--- config.mk ---
export PLATFORM = sky130hd
export DESIGN_NAME = airq_regs
export DESIGN_NICKNAME = d
export VERILOG_FILES = /design/src/logic/airq_pkg.sv /design/src/logic/airq_regs.sv /design/src/logic/airq_scan_timer.sv
export SDC_FILE = /design/constraint.sdc
export NUM_CORES = 1
export LEC_CHECK = 0
export ABC_AREA = 1
export BUFFER_PORTS_ARGS = -buffer_cell sky130_fd_sc_hd__buf_4
export CORE_ASPECT_RATIO = 1.75
export CORE_MARGIN = 3
export CORE_UTILIZATION = 25
export CTS_CLUSTER_DIAMETER = 60
export CTS_CLUSTER_SIZE = 8
export DETAILED_ROUTE_END_ITERATION = 8
export GPL_ROUTABILITY_DRIVEN = 0
export HOLD_SLACK_MARGIN = 0.05
export MAX_ROUTING_LAYER = met4
export PLACE_DENSITY = 0.5
export SLEW_MARGIN = 20
export SYNTH_ARGS = -nofsm -noshare
export SYNTH_HDL_FRONTEND = slang
export SYNTH_SLANG_ARGS = --single-unit
--- constraint.sdc ---
create_clock -name clk -period 2 [get_ports clk]
set_clock_uncertainty 0.1 [all_clocks]
set_input_delay 0.4 -clock clk [delete_from_list [all_inputs] [get_ports clk]]
set_output_delay 0.4 -clock clk [all_outputs]
set_load 0.005 [all_outputs]
--- src/logic/airq_pkg.sv ---
package airq_pkg;
  // register addresses
  localparam logic [3:0] ADDR_INT   = 4'h5;
  localparam logic [3:0] ADDR_MUX   = 4'h6;
  localparam logic [3:0] ADDR_SCAN  = 4'h7;
  localparam logic [3:0] ADDR_TMR   = 4'h8;
  localparam logic [3:0] ADDR_OFS   = 4'h9;
  localparam logic [3:0] ADDR_GAIN  = 4'hA;
  localparam logic [3:0] ADDR_RSVB  = 4'hB;
  localparam logic [3:0] ADDR_LOCK  = 4'hD;
  // interrupt register fields
  localparam int BIT_FRESH   = 6;
  localparam int BIT_CHKERR  = 5;
  localparam int BIT_POR     = 4;
  localparam int BIT_PINSEL  = 3;
  localparam int BIT_PINDRV  = 2;
  localparam int BIT_FASTCMD = 1;
  localparam int BIT_STARTEN = 0;
  // scan register fields
  localparam int SCAN_GAP_LSB = 21;
  localparam int SCAN_RSV_BIT = 20;
  // reset values
  localparam logic [3:0]  RST_INT_CFG = 4'h3;
  localparam logic [7:0]  RST_MUX     = 8'h01;
  localparam logic [23:0] RST_SCAN    = 24'h000000;
  localparam logic [23:0] RST_TMR     = 24'h000000;
  localparam logic [23:0] RST_OFS     = 24'h000000;
  localparam logic [23:0] RST_GAIN    = 24'h800000;
  localparam logic [23:0] RST_RSVB    = 24'h900000;
  localparam logic [7:0]  RST_LOCK    = 8'hA5;
  localparam logic [7:0]  UNLOCK_CODE = 8'hA5;
  localparam logic [1:0]  MODE_CONT   = 2'h3;
  // scan gap base: 8 modulator clocks, shifted by code-1
  localparam int GAP_BASE_CLKS = 8;
endpackage

--- src/logic/airq_regs.sv ---
// ----------------------------------------
// register bank, addresses 0x5 to 0xB
// ----------------------------------------
// Operation
// - fresh-result flag low until result read
// - check error flag low on error
// - power-on flag low until register read
// - pin select 1: bitstream, por/crc override
// - pin select 0: active-low interrupt, all
// - drive bit (pin select 0): high driven, else released when idle
// - modes 1x put bitstream in result
// - bit 1 enables fast commands
// - bit 0 enables conversion start pulse
// - bits 7-4 select positive input
// - bits 3-0 select negative input
// - scan gap code gives 0..512 clocks
// - scan bits 19-16 read zero
// - timer sets gap between scan cycles
// - offset trim is signed, reset zero
// - gain trim unsigned, reset 0x800000
// - interrupt bit 7 reads zero
// - mode 11 repeats scan cycles
// - writes only when lock holds 0xA5
module airq_regs (
  input  wire logic        clk,
  input  wire logic        nrst,
  input  wire logic        ce,
  input  wire logic        wrEn,
  input  wire logic        rdEn,
  input  wire logic [3:0]  addr,
  input  wire logic [23:0] wrData,
  input  wire logic [7:0]  lockCode,
  input  wire logic [1:0]  convModeSel,
  input  wire logic        resultReady,
  input  wire logic        resultRead,
  input  wire logic        checkError,
  input  wire logic        porEvent,
  input  wire logic        startEvent,
  input  wire logic        otherEvent,
  input  wire logic        bitstreamIn,
  input  wire logic        modTick,
  input  wire logic        convDone,
  input  wire logic        lastInCycle,
  output logic [23:0]      rdData,
  output logic             pinOut,
  output logic             pinOeN,
  output logic             bitstreamToResult,
  output logic             fastCmdEnable,
  output logic [3:0]       posInputSel,
  output logic [3:0]       negInputSel,
  output logic [15:0]      scanChannels,
  output logic [23:0]      offsetTrim,
  output logic [23:0]      gainTrim,
  output logic             scanStart
);
  // ----------------------------------------
  // storage
  // ----------------------------------------
  logic        freshN_ff;
  logic        chkErrN_ff;
  logic        porN_ff;
  logic [3:0]  intCfg_ff;
  logic [7:0]  mux_ff;
  logic [3:0]  scanHi_ff;
  logic [15:0] scanCh_ff;
  logic [23:0] tmr_ff;
  logic [23:0] ofs_ff;
  logic [23:0] gain_ff;
  logic [23:0] rsvb_ff;
  logic        porSync1_ff;
  logic        porSync2_ff;
  logic        chkSync1_ff;
  logic        chkSync2_ff;

  // ----------------------------------------
  // decode
  // ----------------------------------------
  function automatic logic hit(input logic [3:0] a, input logic [3:0] r);
    hit = (a == r);
  endfunction

  wire unlocked  = (lockCode == airq_pkg::UNLOCK_CODE);
  wire wrOk      = wrEn && unlocked;
  wire wrInt     = wrOk && hit(addr, airq_pkg::ADDR_INT);
  wire wrMux     = wrOk && hit(addr, airq_pkg::ADDR_MUX);
  wire wrScan    = wrOk && hit(addr, airq_pkg::ADDR_SCAN);
  wire wrTmr     = wrOk && hit(addr, airq_pkg::ADDR_TMR);
  wire wrOfs     = wrOk && hit(addr, airq_pkg::ADDR_OFS);
  wire wrGain    = wrOk && hit(addr, airq_pkg::ADDR_GAIN);
  wire wrRsvb    = wrOk && hit(addr, airq_pkg::ADDR_RSVB);
  wire rdInt     = rdEn && hit(addr, airq_pkg::ADDR_INT);
  wire pinSel    = intCfg_ff[airq_pkg::BIT_PINSEL];
  wire pinDrv    = intCfg_ff[airq_pkg::BIT_PINDRV];
  wire startOk   = intCfg_ff[airq_pkg::BIT_STARTEN];
  wire contMode  = (convModeSel == airq_pkg::MODE_CONT);

  // interrupt register image, bit 7 zero
  wire [7:0] intImg = {1'b0, freshN_ff, chkErrN_ff, porN_ff,
                       intCfg_ff};

  logic [23:0] rdMux;
  always_comb
  begin
    unique case (addr)
      airq_pkg::ADDR_INT:  rdMux = {16'h0000, intImg};
      airq_pkg::ADDR_MUX:  rdMux = {16'h0000, mux_ff};
      airq_pkg::ADDR_SCAN: rdMux = {scanHi_ff, 4'h0, scanCh_ff};
      airq_pkg::ADDR_TMR:  rdMux = tmr_ff;
      airq_pkg::ADDR_OFS:  rdMux = ofs_ff;
      airq_pkg::ADDR_GAIN: rdMux = gain_ff;
      airq_pkg::ADDR_RSVB: rdMux = rsvb_ff;
      default:             rdMux = 24'h000000;
    endcase
  end

  // ----------------------------------------
  // pin: por/crc always, all sources in irq mode
  // ----------------------------------------
  wire sevIrq  = !porN_ff || !chkErrN_ff;
  wire anyIrq  = sevIrq || !freshN_ff || (startEvent && startOk)
                 || otherEvent;
  wire irqAct  = pinSel ? sevIrq : anyIrq;
  wire pinLvl  = irqAct ? 1'b0 : (pinSel ? bitstreamIn : 1'b1);
  // released only when idle, in irq mode, drive bit clear
  wire pinRel  = !irqAct && !pinSel && !pinDrv;

  // ----------------------------------------
  // flags and control
  // ----------------------------------------
  always_ff @(posedge clk)
  begin
    if (!nrst)
    begin
      porSync1_ff <= 1'b0;
      porSync2_ff <= 1'b0;
      chkSync1_ff <= 1'b0;
      chkSync2_ff <= 1'b0;
    end
    else if (ce)
    begin
      porSync1_ff <= porEvent;
      porSync2_ff <= porSync1_ff;
      chkSync1_ff <= checkError;
      chkSync2_ff <= chkSync1_ff;
    end
  end

  // set beats clear in the fresh and power-on flags; check error follows its synchronizer
  always_ff @(posedge clk)
  begin
    if (!nrst)
    begin
      freshN_ff  <= 1'b1;
      chkErrN_ff <= 1'b1;
      porN_ff    <= 1'b1;
    end
    else if (ce)
    begin
      if (resultReady)
        freshN_ff <= 1'b0;
      else if (resultRead)
        freshN_ff <= 1'b1;
      chkErrN_ff <= !chkSync2_ff;
      if (porSync2_ff)
        porN_ff <= 1'b0;
      else if (rdInt)
        porN_ff <= 1'b1;
    end
  end

  always_ff @(posedge clk)
  begin
    if (!nrst)
    begin
      intCfg_ff <= airq_pkg::RST_INT_CFG;
      mux_ff    <= airq_pkg::RST_MUX;
      scanHi_ff <= airq_pkg::RST_SCAN[23:20];
      scanCh_ff <= airq_pkg::RST_SCAN[15:0];
      tmr_ff    <= airq_pkg::RST_TMR;
      ofs_ff    <= airq_pkg::RST_OFS;
      gain_ff   <= airq_pkg::RST_GAIN;
      rsvb_ff   <= airq_pkg::RST_RSVB;
    end
    else if (ce)
    begin
      if (wrInt)
        intCfg_ff <= wrData[3:0];
      if (wrMux)
        mux_ff <= wrData[7:0];
      if (wrScan)
      begin
        scanHi_ff <= wrData[23:20];
        scanCh_ff <= wrData[15:0];
      end
      if (wrTmr)
        tmr_ff <= wrData;
      if (wrOfs)
        ofs_ff <= wrData;
      if (wrGain)
        gain_ff <= wrData;
      if (wrRsvb)
        rsvb_ff <= wrData;
    end
  end

  always_ff @(posedge clk)
  begin
    if (!nrst)
    begin
      rdData            <= 24'h000000;
      pinOut            <= 1'b1;
      pinOeN            <= 1'b1;
      bitstreamToResult <= 1'b0;
      fastCmdEnable     <= 1'b1;
      posInputSel       <= airq_pkg::RST_MUX[7:4];
      negInputSel       <= airq_pkg::RST_MUX[3:0];
      scanChannels      <= 16'h0000;
      offsetTrim        <= 24'h000000;
      gainTrim          <= airq_pkg::RST_GAIN;
    end
    else if (ce)
    begin
      rdData            <= rdMux;
      pinOut            <= pinLvl;
      pinOeN            <= pinRel;
      bitstreamToResult <= pinSel;
      fastCmdEnable     <= intCfg_ff[airq_pkg::BIT_FASTCMD];
      posInputSel       <= mux_ff[7:4];
      negInputSel       <= mux_ff[3:0];
      scanChannels      <= scanCh_ff;
      offsetTrim        <= ofs_ff;
      gainTrim          <= gain_ff;
    end
  end

  // ----------------------------------------
  // scan timing
  // ----------------------------------------
  airq_scan_timer #(.CW(24)) u_timer (
    .clk         (clk),
    .nrst        (nrst),
    .ce          (ce),
    .modTick     (modTick),
    .convDone    (convDone),
    .lastInCycle (lastInCycle),
    .contMode    (contMode),
    .gapSel      (scanHi_ff[3:1]),
    .cycleGap    (tmr_ff),
    .startConv   (scanStart)
  );
endmodule

--- src/logic/airq_scan_timer.sv ---
// times the gap between conversions and between scan cycles
module airq_scan_timer #(
  parameter int CW = 24
) (
  input  wire logic          clk,
  input  wire logic          nrst,
  input  wire logic          ce,
  input  wire logic          modTick,
  input  wire logic          convDone,
  input  wire logic          lastInCycle,
  input  wire logic          contMode,
  input  wire logic [2:0]    gapSel,
  input  wire logic [CW-1:0] cycleGap,
  output logic               startConv
);
  // the longest scan gap needs ten counter bits
  if (CW < 10)
  begin
    $error("counter too narrow for 512 clocks");
  end

  logic [CW-1:0] cnt_ff;
  logic          busy_ff;
  logic [CW-1:0] gapLen;
  logic [CW-1:0] loadVal;

  assign gapLen = (gapSel == 3'h0) ? '0 :
      CW'(airq_pkg::GAP_BASE_CLKS) << (gapSel - 3'h1);
  // last conversion waits only in continuous mode
  assign loadVal = lastInCycle ? cycleGap : gapLen;

  always_ff @(posedge clk)
  begin
    if (!nrst)
    begin
      cnt_ff    <= '0;
      busy_ff   <= 1'b0;
      startConv <= 1'b0;
    end
    else if (ce)
    begin
      startConv <= 1'b0;
      if (convDone && (!lastInCycle || contMode))
      begin
        busy_ff <= 1'b1;
        cnt_ff  <= loadVal;
      end
      else if (busy_ff && cnt_ff == '0)
      begin
        busy_ff   <= 1'b0;
        startConv <= 1'b1;
      end
      else if (busy_ff && modTick)
        cnt_ff <= cnt_ff - CW'(1);
    end
  end
endmodule
==> run summary <==
Placed Cells = 2455
Cell count after synthesis = 1753
Vias in the first global route = 11200
Post-Layout Cell Count = 2511
Post-route ant nets = 0
First-pass GRT wire length = 64500 um
CTS max path bufs = 3
Commonest non-fill, non-tap cell in the layout = nor2_1
Port Buffers = 153
WP buf/inv = 3
Largest family of logic cells by synthesized area = simple AND/OR/NAND/NOR gates
Crit start category = flop
Worst Tran Pin Value = 417 ps
Fillcell total = 4909
Final Slew Violations = 0
Die X = 168 um
Nets = 1989
Initial Utilization = 25.4%
Root Driver = clkbuf_16
Hold Path Class = input pin to flop
1st-pass router iterations = 5
Critical path cell sequence = inv_1, ha_1, nand2_1, nor2_1, nand2_1, nor2_2, nand2_2, nand2_4, buf_12, inv_1, nor2_1, nor2_1
Finish-stage setup viols = 0
Syn. warnings = 0
I/O pin count = 154
Met2 usage = 30.6%
Largest net degree at the start of global routing = 88
Clk Latency, worst-skew pair = 530 ps
Final hold violation count = 0
Leakage dissipation = 6.55 nW
H-Tree Depth = 2
DR WL/cell = 16.8 um
Most Used Layer, Global Route = met2
Clock Sinks = 261
Vias per cell = 4.56
Number of antenna diodes = 0
TritonCTS clock tree = done
DRC Markers = 0
Period utilization = 95.2%
Core footprint = 45200 um^2
CP max stage cell = dfxtp_1
DRT Wirelength = 42300 um
Seq/Total Area, Yosys = 45.5%
GR Layer Usage met1 = 20.1%
Crit Path Max Fanout = 8
GRT Util Overall = 17.3%
Synth Area in XOR/XNOR = 0.229%
Detailed-route via count = 11400
Power share of the combinational group = 11.2%
Layout cells sized above 1 = 14.5%
DP HPWL = 29800 um
RSZ-0062 raised after global routing = false
Compound-Gate Fraction of Synth Area = 11.6%
Crit Path Class = flop to flop
Commonest cells after routing, fill and taps aside = 486 x nor2_1, 410 x nand2_1, 261 x dfxtp_1, 207 x buf_4, 181 x o21ai_0
Net Sw Frac = 26.4%
Std-Cell Rows = 103
CP arrival = 2220 ps
Hold_sp = wrData[17]
R2R Path Start = u_timer.cnt_ff[1]
DR iter-0 viols = 742
Post-synthesis simple-gate area fraction = 34.9%
Max_cap viols = 0
Outcome = complete, no violations
Power density over cell area = 845 nW/um^2
Critical Path RT = 2320 ps
Synth cell types = 27
Relative slew slack = 71.9%
Crit path launch = u_timer.cnt_ff[1]
Die height = 289 um
Net Switching = 3.31 mW
Die ar. = 48600 um^2
Int Pwr = 9.23 mW
Syn_area_per_cell = 6.54 um^2
TritonCTS Buffers = 38
Yosys reg bits = 261
Top cell by count, worst path = nor2_1
Clock-pin transition on the worst setup and hold timing paths = 50 ps
Maximum VDD drop = 0.000469 V
Fmax = 525 MHz
Post-Syn Area = 11500 um^2
Critical Path Sink Type = flop
Total grt overflow = 0
Max incr delay on CP = 320 ps
Sequential power share = 43.3%
Post-synthesis adder-cell area fraction = 0.436%
Met3 Usage GRT = 1.77%
Synth Net Count = 1810
Worst hold slack = 72.1 ps
TNS Setup = 0 ps
Min cycle time layout = 1900 ps
Multiplexer share of the synthesized area = 0%
Area Overhead vs Synth = 29.3%
Clock power share = 45.6%
Crit-path leading delay family = simple AND/OR/NAND/NOR gates
Initial antenna violation count = 0
per-layer routing:
metal / wire, um / vias up
li1: - / 5852
met3: 1560 / 71
met4: 1600 / 0
met5: 0 / -
met2: 21800 / 278
met1: 17300 / 5247
worst min-delay path, delay by kind of cell:
family	cells	cell delay, ps
buffers and inverters	1	100
AO/OA/AOI/OAI	1	80
AND/OR/NAND/NOR	1	80
state kept, by name, indices dropped and copies added, names as in the netlist, 4 cells and up:
name and count:
gainTrim 24, gain_ff 24, intCfg_ff 4, mux_ff 8, negInputSel 4, offsetTrim 24
ofs_ff 24, posInputSel 4, rdData 24, rsvb_ff 24, scanCh_ff 16, scanChannels 16
scanHi_ff 4, tmr_ff 24, u_timer.cnt_ff 24
stage by stage:
step | area, um^2 | worst slack (ps) | util [%] | power (mW)
after floorplan | 11500 | 307 | - | 6.26
after global routing | 14800 | 16.2 | 32.8 | 13.0
after CTS | 14800 | 5.68 | 32.7 | 12.7
after detailed placement | 13700 | -47.9 | 30.2 | 6.90
final | 14800 | 95.5 | 32.8 | 12.5
after global placement | 13700 | -30.6 | 30.2 | 6.89
what timing repair did:
action / in CTS / in global routing
gates cloned: 0 / 2
gates resized for setup: 1 / 3
pin swaps: 0 / 1
hold endpoints to repair: 13 / 0
endpoints found under the setup margin: 4 / 12
hold buffers: 12 / 0
setup buffers: 0 / 0
area by class of cell:
| cell class | count | area (um^2) | area share [%] |
|---|---|---|---|
| inverters | 110 | 414 | 2.79 |
| repair buffers | 237 | 2040 | 13.7 |
| multi-input cells | 1284 | 5450 | 36.7 |
| flip-flops and latches | 261 | 5230 | 35.2 |
| well taps | 577 | 722 | 4.87 |
| clock buffers | 38 | 951 | 6.41 |
| clock inverters | 4 | 38.8 | 0.261 |
power by group through the flow:
stage	sequential, mW	clock [mW]	combinational [mW]
after floorplan	5.51	0	0.752
after global placement	5.53	0	1.36
after detailed placement	5.53	0	1.37
after CTS	5.42	5.86	1.39
after global routing	5.44	6.03	1.57
final	5.43	5.71	1.40
synthesized netlist by cell type (all sizes together):
library cell	number	area [um^2]
ha	4	50.1
a22oi	1	7.51
clkbuf	68	255
a211oi	1	7.51
nand2	412	1550
xor2	3	26.3
nand3	96	480
nor3	4	31.3
a21boi	1	7.51
nand3b	1	7.51
inv	109	409
nand4	10	62.6
nor2	494	1870
nor3b	1	12.5
dfxtp	261	5230
a21oi	65	325
o211ai	9	67.6
clkinv	1	3.75
o21ai	181	906
o211a	1	10.0
buf	30	164
final timing paths:
check	to	slack, ps	cells past startpoint
max reg2reg	u_timer.cnt_ff[2]	100	12
min	gain_ff[17]	70	3
max	u_timer.cnt_ff[2]	100	12
min reg2reg	chkErrN_ff	330	1
kinds of logic after synthesis:
group | after synthesis
and+or+nand+nor | 1018
DFF | 261
adders and majority gates | 4
buffers and inverters | 208
xor gates and xnor gates | 3
AOI/OAI and AO/OA | 259
Note: power is estimated with default switching activity, not from simulation.
